$ cat config.mk
export PLATFORM = sky130hd
export DESIGN_NAME = spg_guard
export DESIGN_NICKNAME = d
export VERILOG_FILES = /design/src/hw/spg_pkg.sv /design/src/hw/spg_guard.sv
export VERILOG_INCLUDE_DIRS = /design/src /design/src/hw
export SDC_FILE = /design/constraint.sdc
export NUM_CORES = 1
export LEC_CHECK = 0
export ABC_AREA = 1
export BUFFER_PORTS_ARGS = -buffer_cell sky130_fd_sc_hd__buf_2
export CORE_MARGIN = 2
export CORE_UTILIZATION = 52
export CTS_CLUSTER_SIZE = 20
export DETAILED_ROUTE_END_ITERATION = 10
export PLACE_DENSITY = 0.79
export REMOVE_ABC_BUFFERS = 1
export SLEW_MARGIN = 20
export SYNTH_ARGS = -nofsm -noshare
export SYNTH_HDL_FRONTEND = slang
export SYNTH_SLANG_ARGS = --single-unit
$ cat constraint.sdc
create_clock -name mclk -period 4 [get_ports mclk]
set_input_delay 0.4 -clock mclk [delete_from_list [all_inputs] [get_ports mclk]]
set_output_delay 0.4 -clock mclk [all_outputs]
set_load 0.05 [all_outputs]
$ cat src/hw/spg_defines.svh
// offsets, field positions, reset values and counts for the sector guard
// assumes inclusion by bare name from the guard module
`ifndef SPG_DEFINES_SVH
`define SPG_DEFINES_SVH
`define SPG_NUM_SECTORS 4
`define SPG_BLOCKS_PER_SECTOR 32
`define SPG_BLOCK_SHIFT 5
`define SPG_I2C_BYTES_PER_SECTOR 128
`define SPG_OFS_GUARD_BYTES 2'h0
`define SPG_OFS_PWD_ONE 2'h1
`define SPG_OFS_PWD_TWO 2'h2
`define SPG_OFS_PWD_THREE 2'h3
`define SPG_GUARD_RESET 8'h00
`define SPG_PWD_RESET 32'h0000_0000
`define SPG_BIT_LOCK 0
`define SPG_PROT_LSB 1
`define SPG_PROT_MSB 2
`define SPG_SEL_LSB 3
`define SPG_SEL_MSB 4
`define SPG_PROT_WPWD 2'h0
`define SPG_PROT_OPEN 2'h1
`define SPG_PROT_RWPWD 2'h2
`define SPG_PROT_RPWD 2'h3
`define SPG_SEL_NONE 2'h0
`endif

$ cat src/hw/spg_pkg.sv
// types shared by the sector guard
// assumes spg_defines.svh is on the include path
package spg_pkg;
  // rf command opcodes seen by the guard
  typedef enum logic [1:0] {
    SPG_CMD_WRITE_PWD,
    SPG_CMD_LOCK,
    SPG_CMD_PRESENT,
    SPG_CMD_READ
  } spg_cmd_t;

  // one rf command as decoded by the front end
  typedef struct packed {
    spg_cmd_t cmd;
    logic [1:0] pwd_idx;   // password number 1..3
    logic [6:0] block;     // block address for read and lock
    logic [3:0] prot_sel;  // bits 4..1 for lock
    logic [31:0] data;     // password value
    logic opt_flag;        // read option flag
  } spg_rf_req_t;

  // answer to an rf command
  typedef struct packed {
    logic done;
    logic error;
    logic rd_ok;
    logic wr_ok;
    logic [7:0] guard;
  } spg_rf_rsp_t;

  // i2c access to the system area
  typedef struct packed {
    logic sys_sel;         // system area select
    logic wr;
    logic [1:0] addr;      // status byte index
    logic [7:0] wdata;
  } spg_i2c_req_t;

  typedef struct packed {
    logic done;
    logic refused;
    logic [7:0] rdata;
  } spg_i2c_rsp_t;
endpackage : spg_pkg

$ cat src/hw/spg_guard.sv
// per-sector password access guard for the rf and i2c front ends
// assumes one command per strobe, decoded synchronously to mclk
//
// Functional notes
// - status byte: lock, protect, selector, zeros
// - status bytes reset to zero
// - lock and protect code give rights
// - selector links sector to password
// - password write stores 32-bit slot
// - password write needs prior presentation
// - passwords default zero and active
// - lock loads bits 4..1, sets lock
// - locked sector immune to rf change
// - lock on locked sector errors
// - correct password grants linked rights
// - wrong password revokes all password rights
// - i2c reads always, writes need password
// - i2c write reinitialises rf access
// - option flag read returns status byte
// - sector is block address over 32
// - i2c sector spans 128 bytes
`timescale 1ns/10ps
`include "spg_defines.svh"

module spg_guard #(
  parameter int NSEC = `SPG_NUM_SECTORS
) (
  input wire logic mclk,
  input wire logic rstn,
  input wire logic rf_valid,            // one-cycle rf command strobe
  input wire spg_pkg::spg_rf_req_t rf_req,
  output spg_pkg::spg_rf_rsp_t rf_rsp,
  input wire logic i2c_valid,           // one-cycle i2c strobe
  input wire logic i2c_pwd_ok,          // i2c password presented level
  input wire spg_pkg::spg_i2c_req_t i2c_req,
  output spg_pkg::spg_i2c_rsp_t i2c_rsp,
  output logic [31:0] guard_word        // all status bytes, sector 0 low
);

  // status bytes and password slots
  logic [7:0] guard [NSEC];
  logic [7:0] next_guard [NSEC];
  logic [31:0] pwd [3];
  logic [31:0] next_pwd [3];
  // last correctly presented password, zero when none
  logic [1:0] pres;
  logic [1:0] next_pres;
  spg_pkg::spg_rf_rsp_t next_rf_rsp;
  spg_pkg::spg_i2c_rsp_t next_i2c_rsp;
  logic [31:0] next_guard_word;

  // read right from status byte and presentation state
  function automatic logic can_read(input logic [7:0] g,
                                    input logic [1:0] p);
    logic have;
    have = (g[`SPG_SEL_MSB:`SPG_SEL_LSB] != `SPG_SEL_NONE) &&
           (g[`SPG_SEL_MSB:`SPG_SEL_LSB] == p);
    if (!g[`SPG_BIT_LOCK]) begin
      can_read = 1'b1;
    end else begin
      unique case (g[`SPG_PROT_MSB:`SPG_PROT_LSB])
        `SPG_PROT_WPWD, `SPG_PROT_OPEN: can_read = 1'b1;
        `SPG_PROT_RWPWD, `SPG_PROT_RPWD: can_read = have;
      endcase
    end
  endfunction : can_read

  // write right from status byte and presentation state
  function automatic logic can_write(input logic [7:0] g,
                                     input logic [1:0] p);
    logic have;
    have = (g[`SPG_SEL_MSB:`SPG_SEL_LSB] != `SPG_SEL_NONE) &&
           (g[`SPG_SEL_MSB:`SPG_SEL_LSB] == p);
    if (!g[`SPG_BIT_LOCK]) begin
      can_write = 1'b1;
    end else begin
      unique case (g[`SPG_PROT_MSB:`SPG_PROT_LSB])
        `SPG_PROT_OPEN: can_write = 1'b1;
        `SPG_PROT_WPWD, `SPG_PROT_RWPWD: can_write = have;
        `SPG_PROT_RPWD: can_write = 1'b0;
      endcase
    end
  endfunction : can_write

  // sector of a block address; only top bits matter
  function automatic logic [1:0] sector_of(input logic [6:0] blk);
    sector_of = blk[6:`SPG_BLOCK_SHIFT];
  endfunction : sector_of

  logic [1:0] sec;
  assign sec = sector_of(rf_req.block);

  // an accepted i2c status-byte write; it wins over rf in the same cycle
  logic i2c_wr_now;
  assign i2c_wr_now = i2c_valid && i2c_req.sys_sel && i2c_req.wr &&
                      i2c_pwd_ok;

  // next state of guard bytes, passwords and answers
  always_comb begin
    for (int i = 0; i < NSEC; i++) begin
      next_guard[i] = guard[i];
    end
    for (int j = 0; j < 3; j++) begin
      next_pwd[j] = pwd[j];
    end
    next_pres = pres;
    next_rf_rsp = '0;
    next_i2c_rsp = '0;
    // rf commands
    if (rf_valid) begin
      next_rf_rsp.done = 1'b1;
      next_rf_rsp.guard = guard[sec];
      unique case (rf_req.cmd)
        spg_pkg::SPG_CMD_WRITE_PWD: begin
          // slot only writable after its own presentation
          if (rf_req.pwd_idx != 2'h0 && pres == rf_req.pwd_idx) begin
            next_pwd[rf_req.pwd_idx - 2'h1] = rf_req.data;
          end else begin
            next_rf_rsp.error = 1'b1;
          end
        end
        spg_pkg::SPG_CMD_LOCK: begin
          if (guard[sec][`SPG_BIT_LOCK]) begin
            next_rf_rsp.error = 1'b1;
          end else begin
            next_guard[sec] = {3'h0, rf_req.prot_sel, 1'b1};
          end
        end
        spg_pkg::SPG_CMD_PRESENT: begin
          if (rf_req.pwd_idx != 2'h0 &&
              pwd[rf_req.pwd_idx - 2'h1] == rf_req.data) begin
            next_pres = rf_req.pwd_idx;
          end else begin
            next_pres = 2'h0;
            next_rf_rsp.error = 1'b1;
          end
        end
        spg_pkg::SPG_CMD_READ: begin
          // status byte returned only when option flag set
          next_rf_rsp.rd_ok = can_read(guard[sec], pres);
          next_rf_rsp.wr_ok = can_write(guard[sec], pres);
          next_rf_rsp.error = ~next_rf_rsp.rd_ok;
          if (!rf_req.opt_flag) begin
            next_rf_rsp.guard = 8'h00;
          end
        end
      endcase
    end
    // i2c system area; user memory is not this block's business
    // user memory (select low) passes by untouched and unanswered
    if (i2c_valid && i2c_req.sys_sel) begin
      next_i2c_rsp.done = 1'b1;
      next_i2c_rsp.rdata = guard[i2c_req.addr];
      if (i2c_req.wr) begin
        if (i2c_pwd_ok) begin
          // i2c write replaces the byte, and rf rights follow it
          next_guard[i2c_req.addr] = {3'h0, i2c_req.wdata[4:0]};
        end else begin
          next_i2c_rsp.refused = 1'b1;
        end
      end
    end
    for (int k = 0; k < NSEC; k++) begin
      next_guard_word[k*8 +: 8] = next_guard[k];
    end
  end

  // register stage; reset stands in for power-up
  always_ff @(posedge mclk) begin
    if (!rstn) begin
      for (int i = 0; i < NSEC; i++) begin
        guard[i] <= `SPG_GUARD_RESET;
      end
      for (int j = 0; j < 3; j++) begin
        pwd[j] <= `SPG_PWD_RESET;
      end
      pres <= 2'h0;
      rf_rsp <= '0;
      i2c_rsp <= '0;
      guard_word <= '0;
    end else begin
      for (int i = 0; i < NSEC; i++) begin
        guard[i] <= next_guard[i];
      end
      for (int j = 0; j < 3; j++) begin
        pwd[j] <= next_pwd[j];
      end
      pres <= next_pres;
      rf_rsp <= next_rf_rsp;
      i2c_rsp <= next_i2c_rsp;
      guard_word <= next_guard_word;
    end
  end

  // checks on the registered behaviour
  property p_lock_sets;
    @(posedge mclk) disable iff (!rstn)
    rf_valid && rf_req.cmd == spg_pkg::SPG_CMD_LOCK && !guard[sec][0] &&
    !(i2c_wr_now && i2c_req.addr == sec)
    |=> guard_word[8*$past(sec) +: 8] ==
    {3'h0, $past(rf_req.prot_sel), 1'b1};
  endproperty
  a_lock_sets: assert property (p_lock_sets)
    else $error("lock did not load status byte");

  property p_lock_err;
    @(posedge mclk) disable iff (!rstn)
    rf_valid && rf_req.cmd == spg_pkg::SPG_CMD_LOCK && guard[sec][0]
    |=> rf_rsp.error && ($stable(guard_word) || $past(i2c_wr_now));
  endproperty
  a_lock_err: assert property (p_lock_err)
    else $error("lock on locked sector not refused");

  property p_bad_pwd;
    @(posedge mclk) disable iff (!rstn)
    rf_valid && rf_req.cmd == spg_pkg::SPG_CMD_PRESENT &&
    (rf_req.pwd_idx == 2'h0 || pwd[rf_req.pwd_idx - 2'h1] != rf_req.data)
    |=> pres == 2'h0 && rf_rsp.error;
  endproperty
  a_bad_pwd: assert property (p_bad_pwd)
    else $error("wrong password kept rights");

  property p_good_pwd;
    @(posedge mclk) disable iff (!rstn)
    rf_valid && rf_req.cmd == spg_pkg::SPG_CMD_PRESENT &&
    rf_req.pwd_idx != 2'h0 && pwd[rf_req.pwd_idx - 2'h1] == rf_req.data
    |=> pres == $past(rf_req.pwd_idx) && !rf_rsp.error;
  endproperty
  a_good_pwd: assert property (p_good_pwd)
    else $error("correct password not granted");

  property p_pwd_guard;
    @(posedge mclk) disable iff (!rstn)
    rf_valid && rf_req.cmd == spg_pkg::SPG_CMD_WRITE_PWD &&
    pres != rf_req.pwd_idx |=> rf_rsp.error;
  endproperty
  a_pwd_guard: assert property (p_pwd_guard)
    else $error("password written without presentation");

  property p_i2c_refuse;
    @(posedge mclk) disable iff (!rstn)
    i2c_valid && i2c_req.sys_sel && i2c_req.wr && !i2c_pwd_ok
    |=> i2c_rsp.refused && ($stable(guard_word) ||
    $past(rf_valid && rf_req.cmd == spg_pkg::SPG_CMD_LOCK));
  endproperty
  a_i2c_refuse: assert property (p_i2c_refuse)
    else $error("i2c write accepted without password");

  property p_i2c_write;
    @(posedge mclk) disable iff (!rstn)
    i2c_wr_now |=> guard_word[8*$past(i2c_req.addr) +: 8] ==
    {3'h0, $past(i2c_req.wdata[4:0])};
  endproperty
  a_i2c_write: assert property (p_i2c_write)
    else $error("i2c write did not reach status byte");

  property p_top_zero;
    @(posedge mclk) disable iff (!rstn)
    1'b1 |-> guard_word[7:5] == 3'h0 && guard_word[15:13] == 3'h0 &&
    guard_word[23:21] == 3'h0 && guard_word[31:29] == 3'h0;
  endproperty
  a_top_zero: assert property (p_top_zero)
    else $error("reserved status bits set");

  property p_no_sel;
    @(posedge mclk) disable iff (!rstn)
    rf_valid && rf_req.cmd == spg_pkg::SPG_CMD_READ &&
    guard[sec] == 8'h05 |=> !rf_rsp.rd_ok;
  endproperty
  a_no_sel: assert property (p_no_sel)
    else $error("unlinked sector got password rights");

  property p_pwd_store;
    @(posedge mclk) disable iff (!rstn)
    rf_valid && rf_req.cmd == spg_pkg::SPG_CMD_WRITE_PWD &&
    rf_req.pwd_idx != 2'h0 && pres == rf_req.pwd_idx
    |=> pwd[$past(rf_req.pwd_idx) - 2'h1] == $past(rf_req.data) &&
    !rf_rsp.error;
  endproperty
  a_pwd_store: assert property (p_pwd_store)
    else $error("accepted password not stored");

  property p_locked_kept;
    @(posedge mclk) disable iff (!rstn)
    rf_valid && guard[sec][0] && !(i2c_wr_now && i2c_req.addr == sec)
    |=> guard_word[8*$past(sec) +: 8] == $past(guard[sec]);
  endproperty
  a_locked_kept: assert property (p_locked_kept)
    else $error("rf changed a locked status byte");

  property p_open_rights;
    @(posedge mclk) disable iff (!rstn)
    rf_valid && rf_req.cmd == spg_pkg::SPG_CMD_READ && !guard[sec][0]
    |=> rf_rsp.rd_ok && rf_rsp.wr_ok && !rf_rsp.error;
  endproperty
  a_open_rights: assert property (p_open_rights)
    else $error("unlocked sector lost rights");

  property p_never_write;
    @(posedge mclk) disable iff (!rstn)
    rf_valid && rf_req.cmd == spg_pkg::SPG_CMD_READ &&
    guard[sec][2:0] == 3'h7 |=> !rf_rsp.wr_ok;
  endproperty
  a_never_write: assert property (p_never_write)
    else $error("write right on read-only sector");

  property p_opt_guard;
    @(posedge mclk) disable iff (!rstn)
    rf_valid && rf_req.cmd == spg_pkg::SPG_CMD_READ
    |=> rf_rsp.guard ==
    ($past(rf_req.opt_flag) ? $past(guard[sec]) : 8'h00);
  endproperty
  a_opt_guard: assert property (p_opt_guard)
    else $error("read answer carried wrong status byte");

endmodule : spg_guard

==> impl_metrics.py, run 1 <==
metrics = {
    "run_status": {
        "outcome": "finished, final reports clean",
    },
    "power": {
        "power_mw": 3.61,
        "power_density_nw_per_um2": 413,
        "ir_drop_mv": 0.312,
        "p_leak_nw": 3.87,
    },
    "clock_network": {
        "cts_tree": "done",
        "clk_pin_slew_ps": 70,
        "cts_root_buf": "clkbuf_16",
        "cts_resized": 0,
        "cts.sinks": 152,
        "worst_skew_pair.late_latency_ps": 440,
        "cts_made_buffers": 17,
        "hold_buffers": 0,
        "htree_levels": 4,
        "cts_buffer_depth": 2,
        "cts_setup_buffers": 0,
    },
    "route": {
        "vias": 7509,
        "drc": 0,
        "first_iter_violations": 781,
        "routed_wl_mm": 20.0,
        "vias_per_cell": 5.35,
        "drtAntennaViolNets": 0,
        "first_pass_iters": 5,
        "avgRoutedWirePerCell_um": 14.3,
    },
    "die": {
        "fp-row-count": 43,
        "fp.dieH_um": 124,
        "core_area_um2": 14000,
        "io_pins": 119,
        "die_w_um": 124,
        "start_util_pct": 53.5,
        "dieArea_um2": 15400,
    },
    "place": {
        "dp_hpwl_mm": 13.5,
        "preCtsSetupSlack_ps": 1390,
        "portBuffers": 110,
        "dp.cells": 1371,
        "globalplace.congestion": 0.918,
        "placed_cell_area_um2": 8130,
    },
    "timing": {
        "finalSetupTns_ps": 0,
        "hold_viol_final": 0,
        "hold_slack_ps": 123,
        "rsz0062_at_grt": "no",
        "fmax_ghz": 0.458,
        "worst_slack_ps": 1810,
        "min_period_ps": 2190,
        "finalSetupViolations": 0,
        "tightestPinTransition_ps": 724,
        "clock_skew_ps": 7.38,
        "relSlewSlack_pct": 51.5,
        "post-route-period-util_pct": 54.6,
        "finalMaxSlewViolations": 0,
    },
    "synth": {
        "synth_top_area_share_pct": 40.6,
        "syn_area_um2": 7490,
        "synthCells": 1120,
        "yosysWarnings": 0,
        "syn_avg_cell_area_um2": 6.68,
        "yosys.area.top_type": "dfxtp_1",
        "synth_cell_type_count": 37,
        "synth_edf_count": 0,
        "ys_ff_latch": 152,
        "async_reset_ff_share_pct": 0,
        "synth-main-ff-cell": "dfxtp_1",
        "synth-seq-area-share_pct": 40.6,
        "synth_area_leaders": "dfxtp_1 (41%), nand2_1 (13%), inv_1 (8.5%)",
    },
    "setup_path": {
        "critPathLaunchType": "input pin",
        "r2r_end": "guard_word[3]$_SDFF_PN0_",
        "crit_path_end": "pres[0]$_SDFFE_PN0P_",
        "cp_common_cell": "nand2_1",
        "cp.arrival_ps": 2550,
        "worstSetupPathDepth": 14,
        "worst-path-buf-inv": 3,
        "r2r_setup_slack_ps": 2180,
        "cp_top_family": "simple AND/OR/NAND/NOR gates",
        "worstPathRequired_ps": 4360,
        "startpoint": "rf_req[45]",
        "slowest_stage": "inv_2",
        "crit_chain": "buf_2, inv_1, ha_1, inv_2, nand2_1, nand3b_1, nand2_1, nor2_1, nand2_1, nor2_1, nand2_1, nor2_1, nand3_1, a21oi_1",
        "worstPathMaxFanout": 31,
        "r2r_start": "guard_word[8]$_SDFF_PN0_",
        "path_class": "in2reg",
        "r2r_cells": 10,
        "cpPeakStageDelay_ps": 470,
        "end_kind": "register",
    },
    "final_layout": {
        "design_area_um2": 8740,
        "area_delta_synth_final_pct": 16.8,
        "stdcell_count": 1404,
        "final_util_pct": 62.5,
        "final_common_cell": "nand2_1",
        "final_cell_mix": "nand2_1 (268), inv_1 (169), dfxtp_1 (152), a21oi_1 (118), buf_2 (110)",
        "drive_gt1_share_pct": 14.3,
        "fin_nets": 1279,
    },
    "global_route": {
        "grt_max_degree": 65,
        "grt.overflow.total": 0,
        "grt_pass1_vias": 6510,
        "antenna_found_initial": 4,
        "grt_pass1_wl_mm": 31.5,
        "grtUsageTotal_pct": 26.5,
    },
    "job": {
        "cap_violations": 0,
    },
    "hold_path": {
        "min_path_type": "in2reg",
    },
}
[cell usage after synthesis, types with 5 or more instances]
cell type and instances:
a31oi_1 5, dfxtp_1 152, a21oi_1 118, o21ai_0 64
o22ai_1 11, a221oi_1 11, clkbuf_1 33, nand3_1 81
inv_2 8, nand4_1 7, o211ai_1 9, nand3b_1 20
inv_1 169, nor2_1 58, o21ai_1 60, buf_2 12
nand2_1 268
[final cells by class]
class                      count  area (um^2)
antenna                        1         2.50
tap                          180          225
inverter                     182          686
fill                        1261         5240
clock buffer                  17          425
timing repair buffer         119          618
sequential                   152         3040
multi-input combinational    738         3560
clock inverter                15          183
[report_power, final]
group	internal [mW]	leakage, nW	total, mW	switching [mW]
clock	0.942	0.288	1.65	0.709
sequential	1.53	1.23	1.54	0.00914
combinational	0.128	2.36	0.427	0.298
total	2.60	3.87	3.61	1.02
[logic make-up after synthesis]
logic type	count (synthesis)	share of synthesized area, %
buffers and inverters	230	12.0
xor gates and xnor gates	1	0.117
AOI/OAI and AO/OA	286	20.6
DFF	152	40.6
and+or+nand+nor	447	26.0
adders and majority gates	4	0.669
[how the worst min path moves through the flow]
stage,startpoint,to,slack [ps],depth (start not counted)
global placement,pwd[1][26]$_SDFFE_PN0P_,pwd[1][26]$_SDFFE_PN0P_,430,2
floorplan,pwd[1][10]$_SDFFE_PN0P_,pwd[1][10]$_SDFFE_PN0P_,420,2
detailed placement,pwd[1][26]$_SDFFE_PN0P_,pwd[1][26]$_SDFFE_PN0P_,430,2
finish,i2c_pwd_ok,i2c_rsp[8]$_SDFF_PN0_,120,2
global route,i2c_pwd_ok,i2c_rsp[8]$_SDFF_PN0_,120,2
CTS,i2c_pwd_ok,i2c_rsp[8]$_SDFF_PN0_,110,2
[flip-flops by register name, summed over array words and instances, names as in the netlist]
signal,count
i2c_rsp,10
pres,2
guard,1
rf_rsp,12
guard_word,31
pwd,96
[per-layer routing]
metal / wire length (um) / track usage, % / up-vias / share of wire, %
met4: 426 / 10.4 / 4 / 2.1
met3: 1480 / 7.37 / 45 / 7.4
met5: 27 / 0 / - / 0.13
met1: 9040 / 35.1 / 3365 / 45
met2: 9050 / 41.2 / 264 / 45
li1: - / - / 3831 / -
Power figures use the tool's default switching activity.
==> run 2, diff against run 1 <==
clock period = 2.2 ns   (was 4 ns; I/O delays follow)
==> impl_metrics.py, run 2 (same netlist as run 1, synthesis figures left out) <==
metrics = {
    "run_status": {
        "outcome": "finished, final reports clean",
    },
    "route": {
        "vias_per_cell": 5.37,
        "avgRoutedWirePerCell_um": 14.4,
        "top_layer": "met4",
        "routed_wl_mm": 20.4,
        "first_pass_iters": 5,
        "drtAntennaViolNets": 0,
        "wl_met2_mm": 9.38,
        "drc": 0,
        "first_iter_violations": 731,
        "met1Wirelength_mm": 9.10,
        "wl_met3_mm": 1.59,
        "vias": 7611,
    },
    "global_route": {
        "grt.overflow.total": 0,
        "grt_pass1_wl_mm": 32.5,
        "grt_pass1_vias": 6714,
        "grtUsageTotal_pct": 27.1,
        "antenna_found_initial": 1,
        "grt_max_degree": 65,
    },
    "clock_network": {
        "cts_resized": 0,
        "cts_root_buf": "clkbuf_16",
        "clk_pin_slew_ps": 70,
        "worst_skew_pair.late_latency_ps": 430,
        "cts.sinks": 152,
        "cts_tree": "done",
        "htree_levels": 4,
        "cts_buffer_depth": 2,
        "cts_made_buffers": 17,
    },
    "setup_path": {
        "end_kind": "register",
        "r2r_start": "guard_word[8]$_SDFF_PN0_",
        "worstPathMaxFanout": 7,
        "r2r_cells": 10,
        "startpoint": "guard_word[8]$_SDFF_PN0_",
        "crit_chain": "inv_1, o22ai_1, nor3_4, nand2_4, nor2_4, inv_2, nand2_1, nand3_1, o211ai_1, inv_1",
        "worstPathRequired_ps": 2520,
        "path_class": "reg2reg",
        "slowest_stage": "nor3_4",
        "r2r_setup_slack_ps": 290,
        "critPathLaunchType": "register",
        "cp.arrival_ps": 2230,
        "cpPeakStageDelay_ps": 450,
        "cp_common_cell": "inv_1",
        "r2r_end": "guard_word[2]$_SDFF_PN0_",
        "crit_path_end": "guard_word[2]$_SDFF_PN0_",
    },
    "place": {
        "preCtsSetupSlack_ps": 87.5,
        "portBuffers": 110,
        "globalplace.congestion": 0.931,
        "dp.cells": 1384,
        "dp_hpwl_mm": 14.0,
    },
    "timing": {
        "finalSetupTns_ps": 0,
        "hold_slack_ps": 22.6,
        "post-route-period-util_pct": 86.8,
        "min_period_ps": 1910,
        "finalSetupViolations": 0,
        "fmax_ghz": 0.524,
        "worst_slack_ps": 291,
        "tightestPinTransition_ps": 676,
        "clock_skew_ps": 7.21,
        "finalMaxSlewViolations": 0,
        "relSlewSlack_pct": 54.9,
        "hold_viol_final": 0,
        "rsz0062_at_grt": "no",
    },
    "job": {
        "cap_violations": 0,
    },
    "final_layout": {
        "fin_nets": 1293,
        "final_common_cell": "nand2_1",
        "drive_gt1_share_pct": 15.2,
        "largest_reg_flops": 96,
        "reg_top3": "pwd: 96 flops, guard_word: 31 flops, rf_rsp: 12 flops",
        "area_delta_synth_final_pct": 18.5,
        "final_cell_mix": "nand2_1 (268), inv_1 (169), dfxtp_1 (152), a21oi_1 (118), buf_2 (110)",
        "stdcell_count": 1418,
        "largest-register": "pwd",
        "fill_cells": 1267,
    },
    "die": {
        "start_util_pct": 53.5,
        "fp-row-count": 43,
        "die_w_um": 124,
        "fp.dieH_um": 124,
        "core_area_um2": 14000,
        "dieArea_um2": 15400,
        "io_pins": 119,
    },
    "power": {
        "p_leak_nw": 3.95,
        "power_density_nw_per_um2": 720,
        "ir_drop_mv": 0.579,
        "power_mw": 6.39,
    },
    "hold_path": {
        "min_path_type": "in2reg",
        "worstHoldStart": "i2c_req[10]",
    },
}
[run 2: through the flow]
| step | util, % | instance area, um^2 |
|---|---|---|
| after CTS | 63.4 | 8860 |
| after global routing | 63.4 | 8870 |
| after global placement | 59.3 | 8290 |
| after floorplan | - | 7280 |
| after detailed placement | 59.3 | 8290 |
| final | 63.4 | 8870 |
[run 2: worst min-delay path by stage]
stage	endpoint	slack [ps]	depth (start not counted)
6_report	i2c_rsp[8]$_SDFF_PN0_	20	3
5_1_grt	i2c_rsp[8]$_SDFF_PN0_	20	3
4_1_cts	i2c_rsp[8]$_SDFF_PN0_	9	3
3_5_place_dp	i2c_rsp[8]$_SDFF_PN0_	400	2
3_3_place_gp	i2c_rsp[8]$_SDFF_PN0_	400	2
2_1_floorplan	i2c_rsp[8]$_SDFF_PN0_	290	1
[run 2: area by class of cell]
class	instances	area [um^2]	area share [%]
Multi-Input combinational cell	738	3560	40.2
Sequential cell	152	3040	34.3
Timing Repair Buffer	133	788	8.89
Inverter	182	686	7.73
Clock buffer	17	425	4.80
Tap cell	180	225	2.54
Clock inverter	15	135	1.52
Antenna cell	1	2.50	0.0282
[run 2: worst max-delay path: cells and delay by family, from the launching register on]
| kind | cells | cell delay [ps] |
|---|---|---|
| simple gates | 5 | 960 |
| compound gates | 2 | 230 |
| flops | 1 | 340 |
| buf+inv | 3 | 270 |
[run 2: what timing repair did]
action                                 CTS  global route
endpoints found under the hold margin    1             0
hold buffers                             1             0
buffers inserted                         0             0
[run 2: routing by layer]
| metal | vias up | global-route usage (%) |
|---|---|---|
| met1 | 3421 | 36.8 |
| met5 | - | 0 |
| met3 | 37 | 6.82 |
| li1 | 3848 | - |
| met2 | 305 | 42.7 |
| met4 | 0 | 8.01 |
[run 2: power breakdown]
| group | switching [mW] | internal [mW] |
|---|---|---|
| sequential | 0.0171 | 2.78 |
| clock | 1.29 | 1.49 |
| combinational | 0.554 | 0.263 |
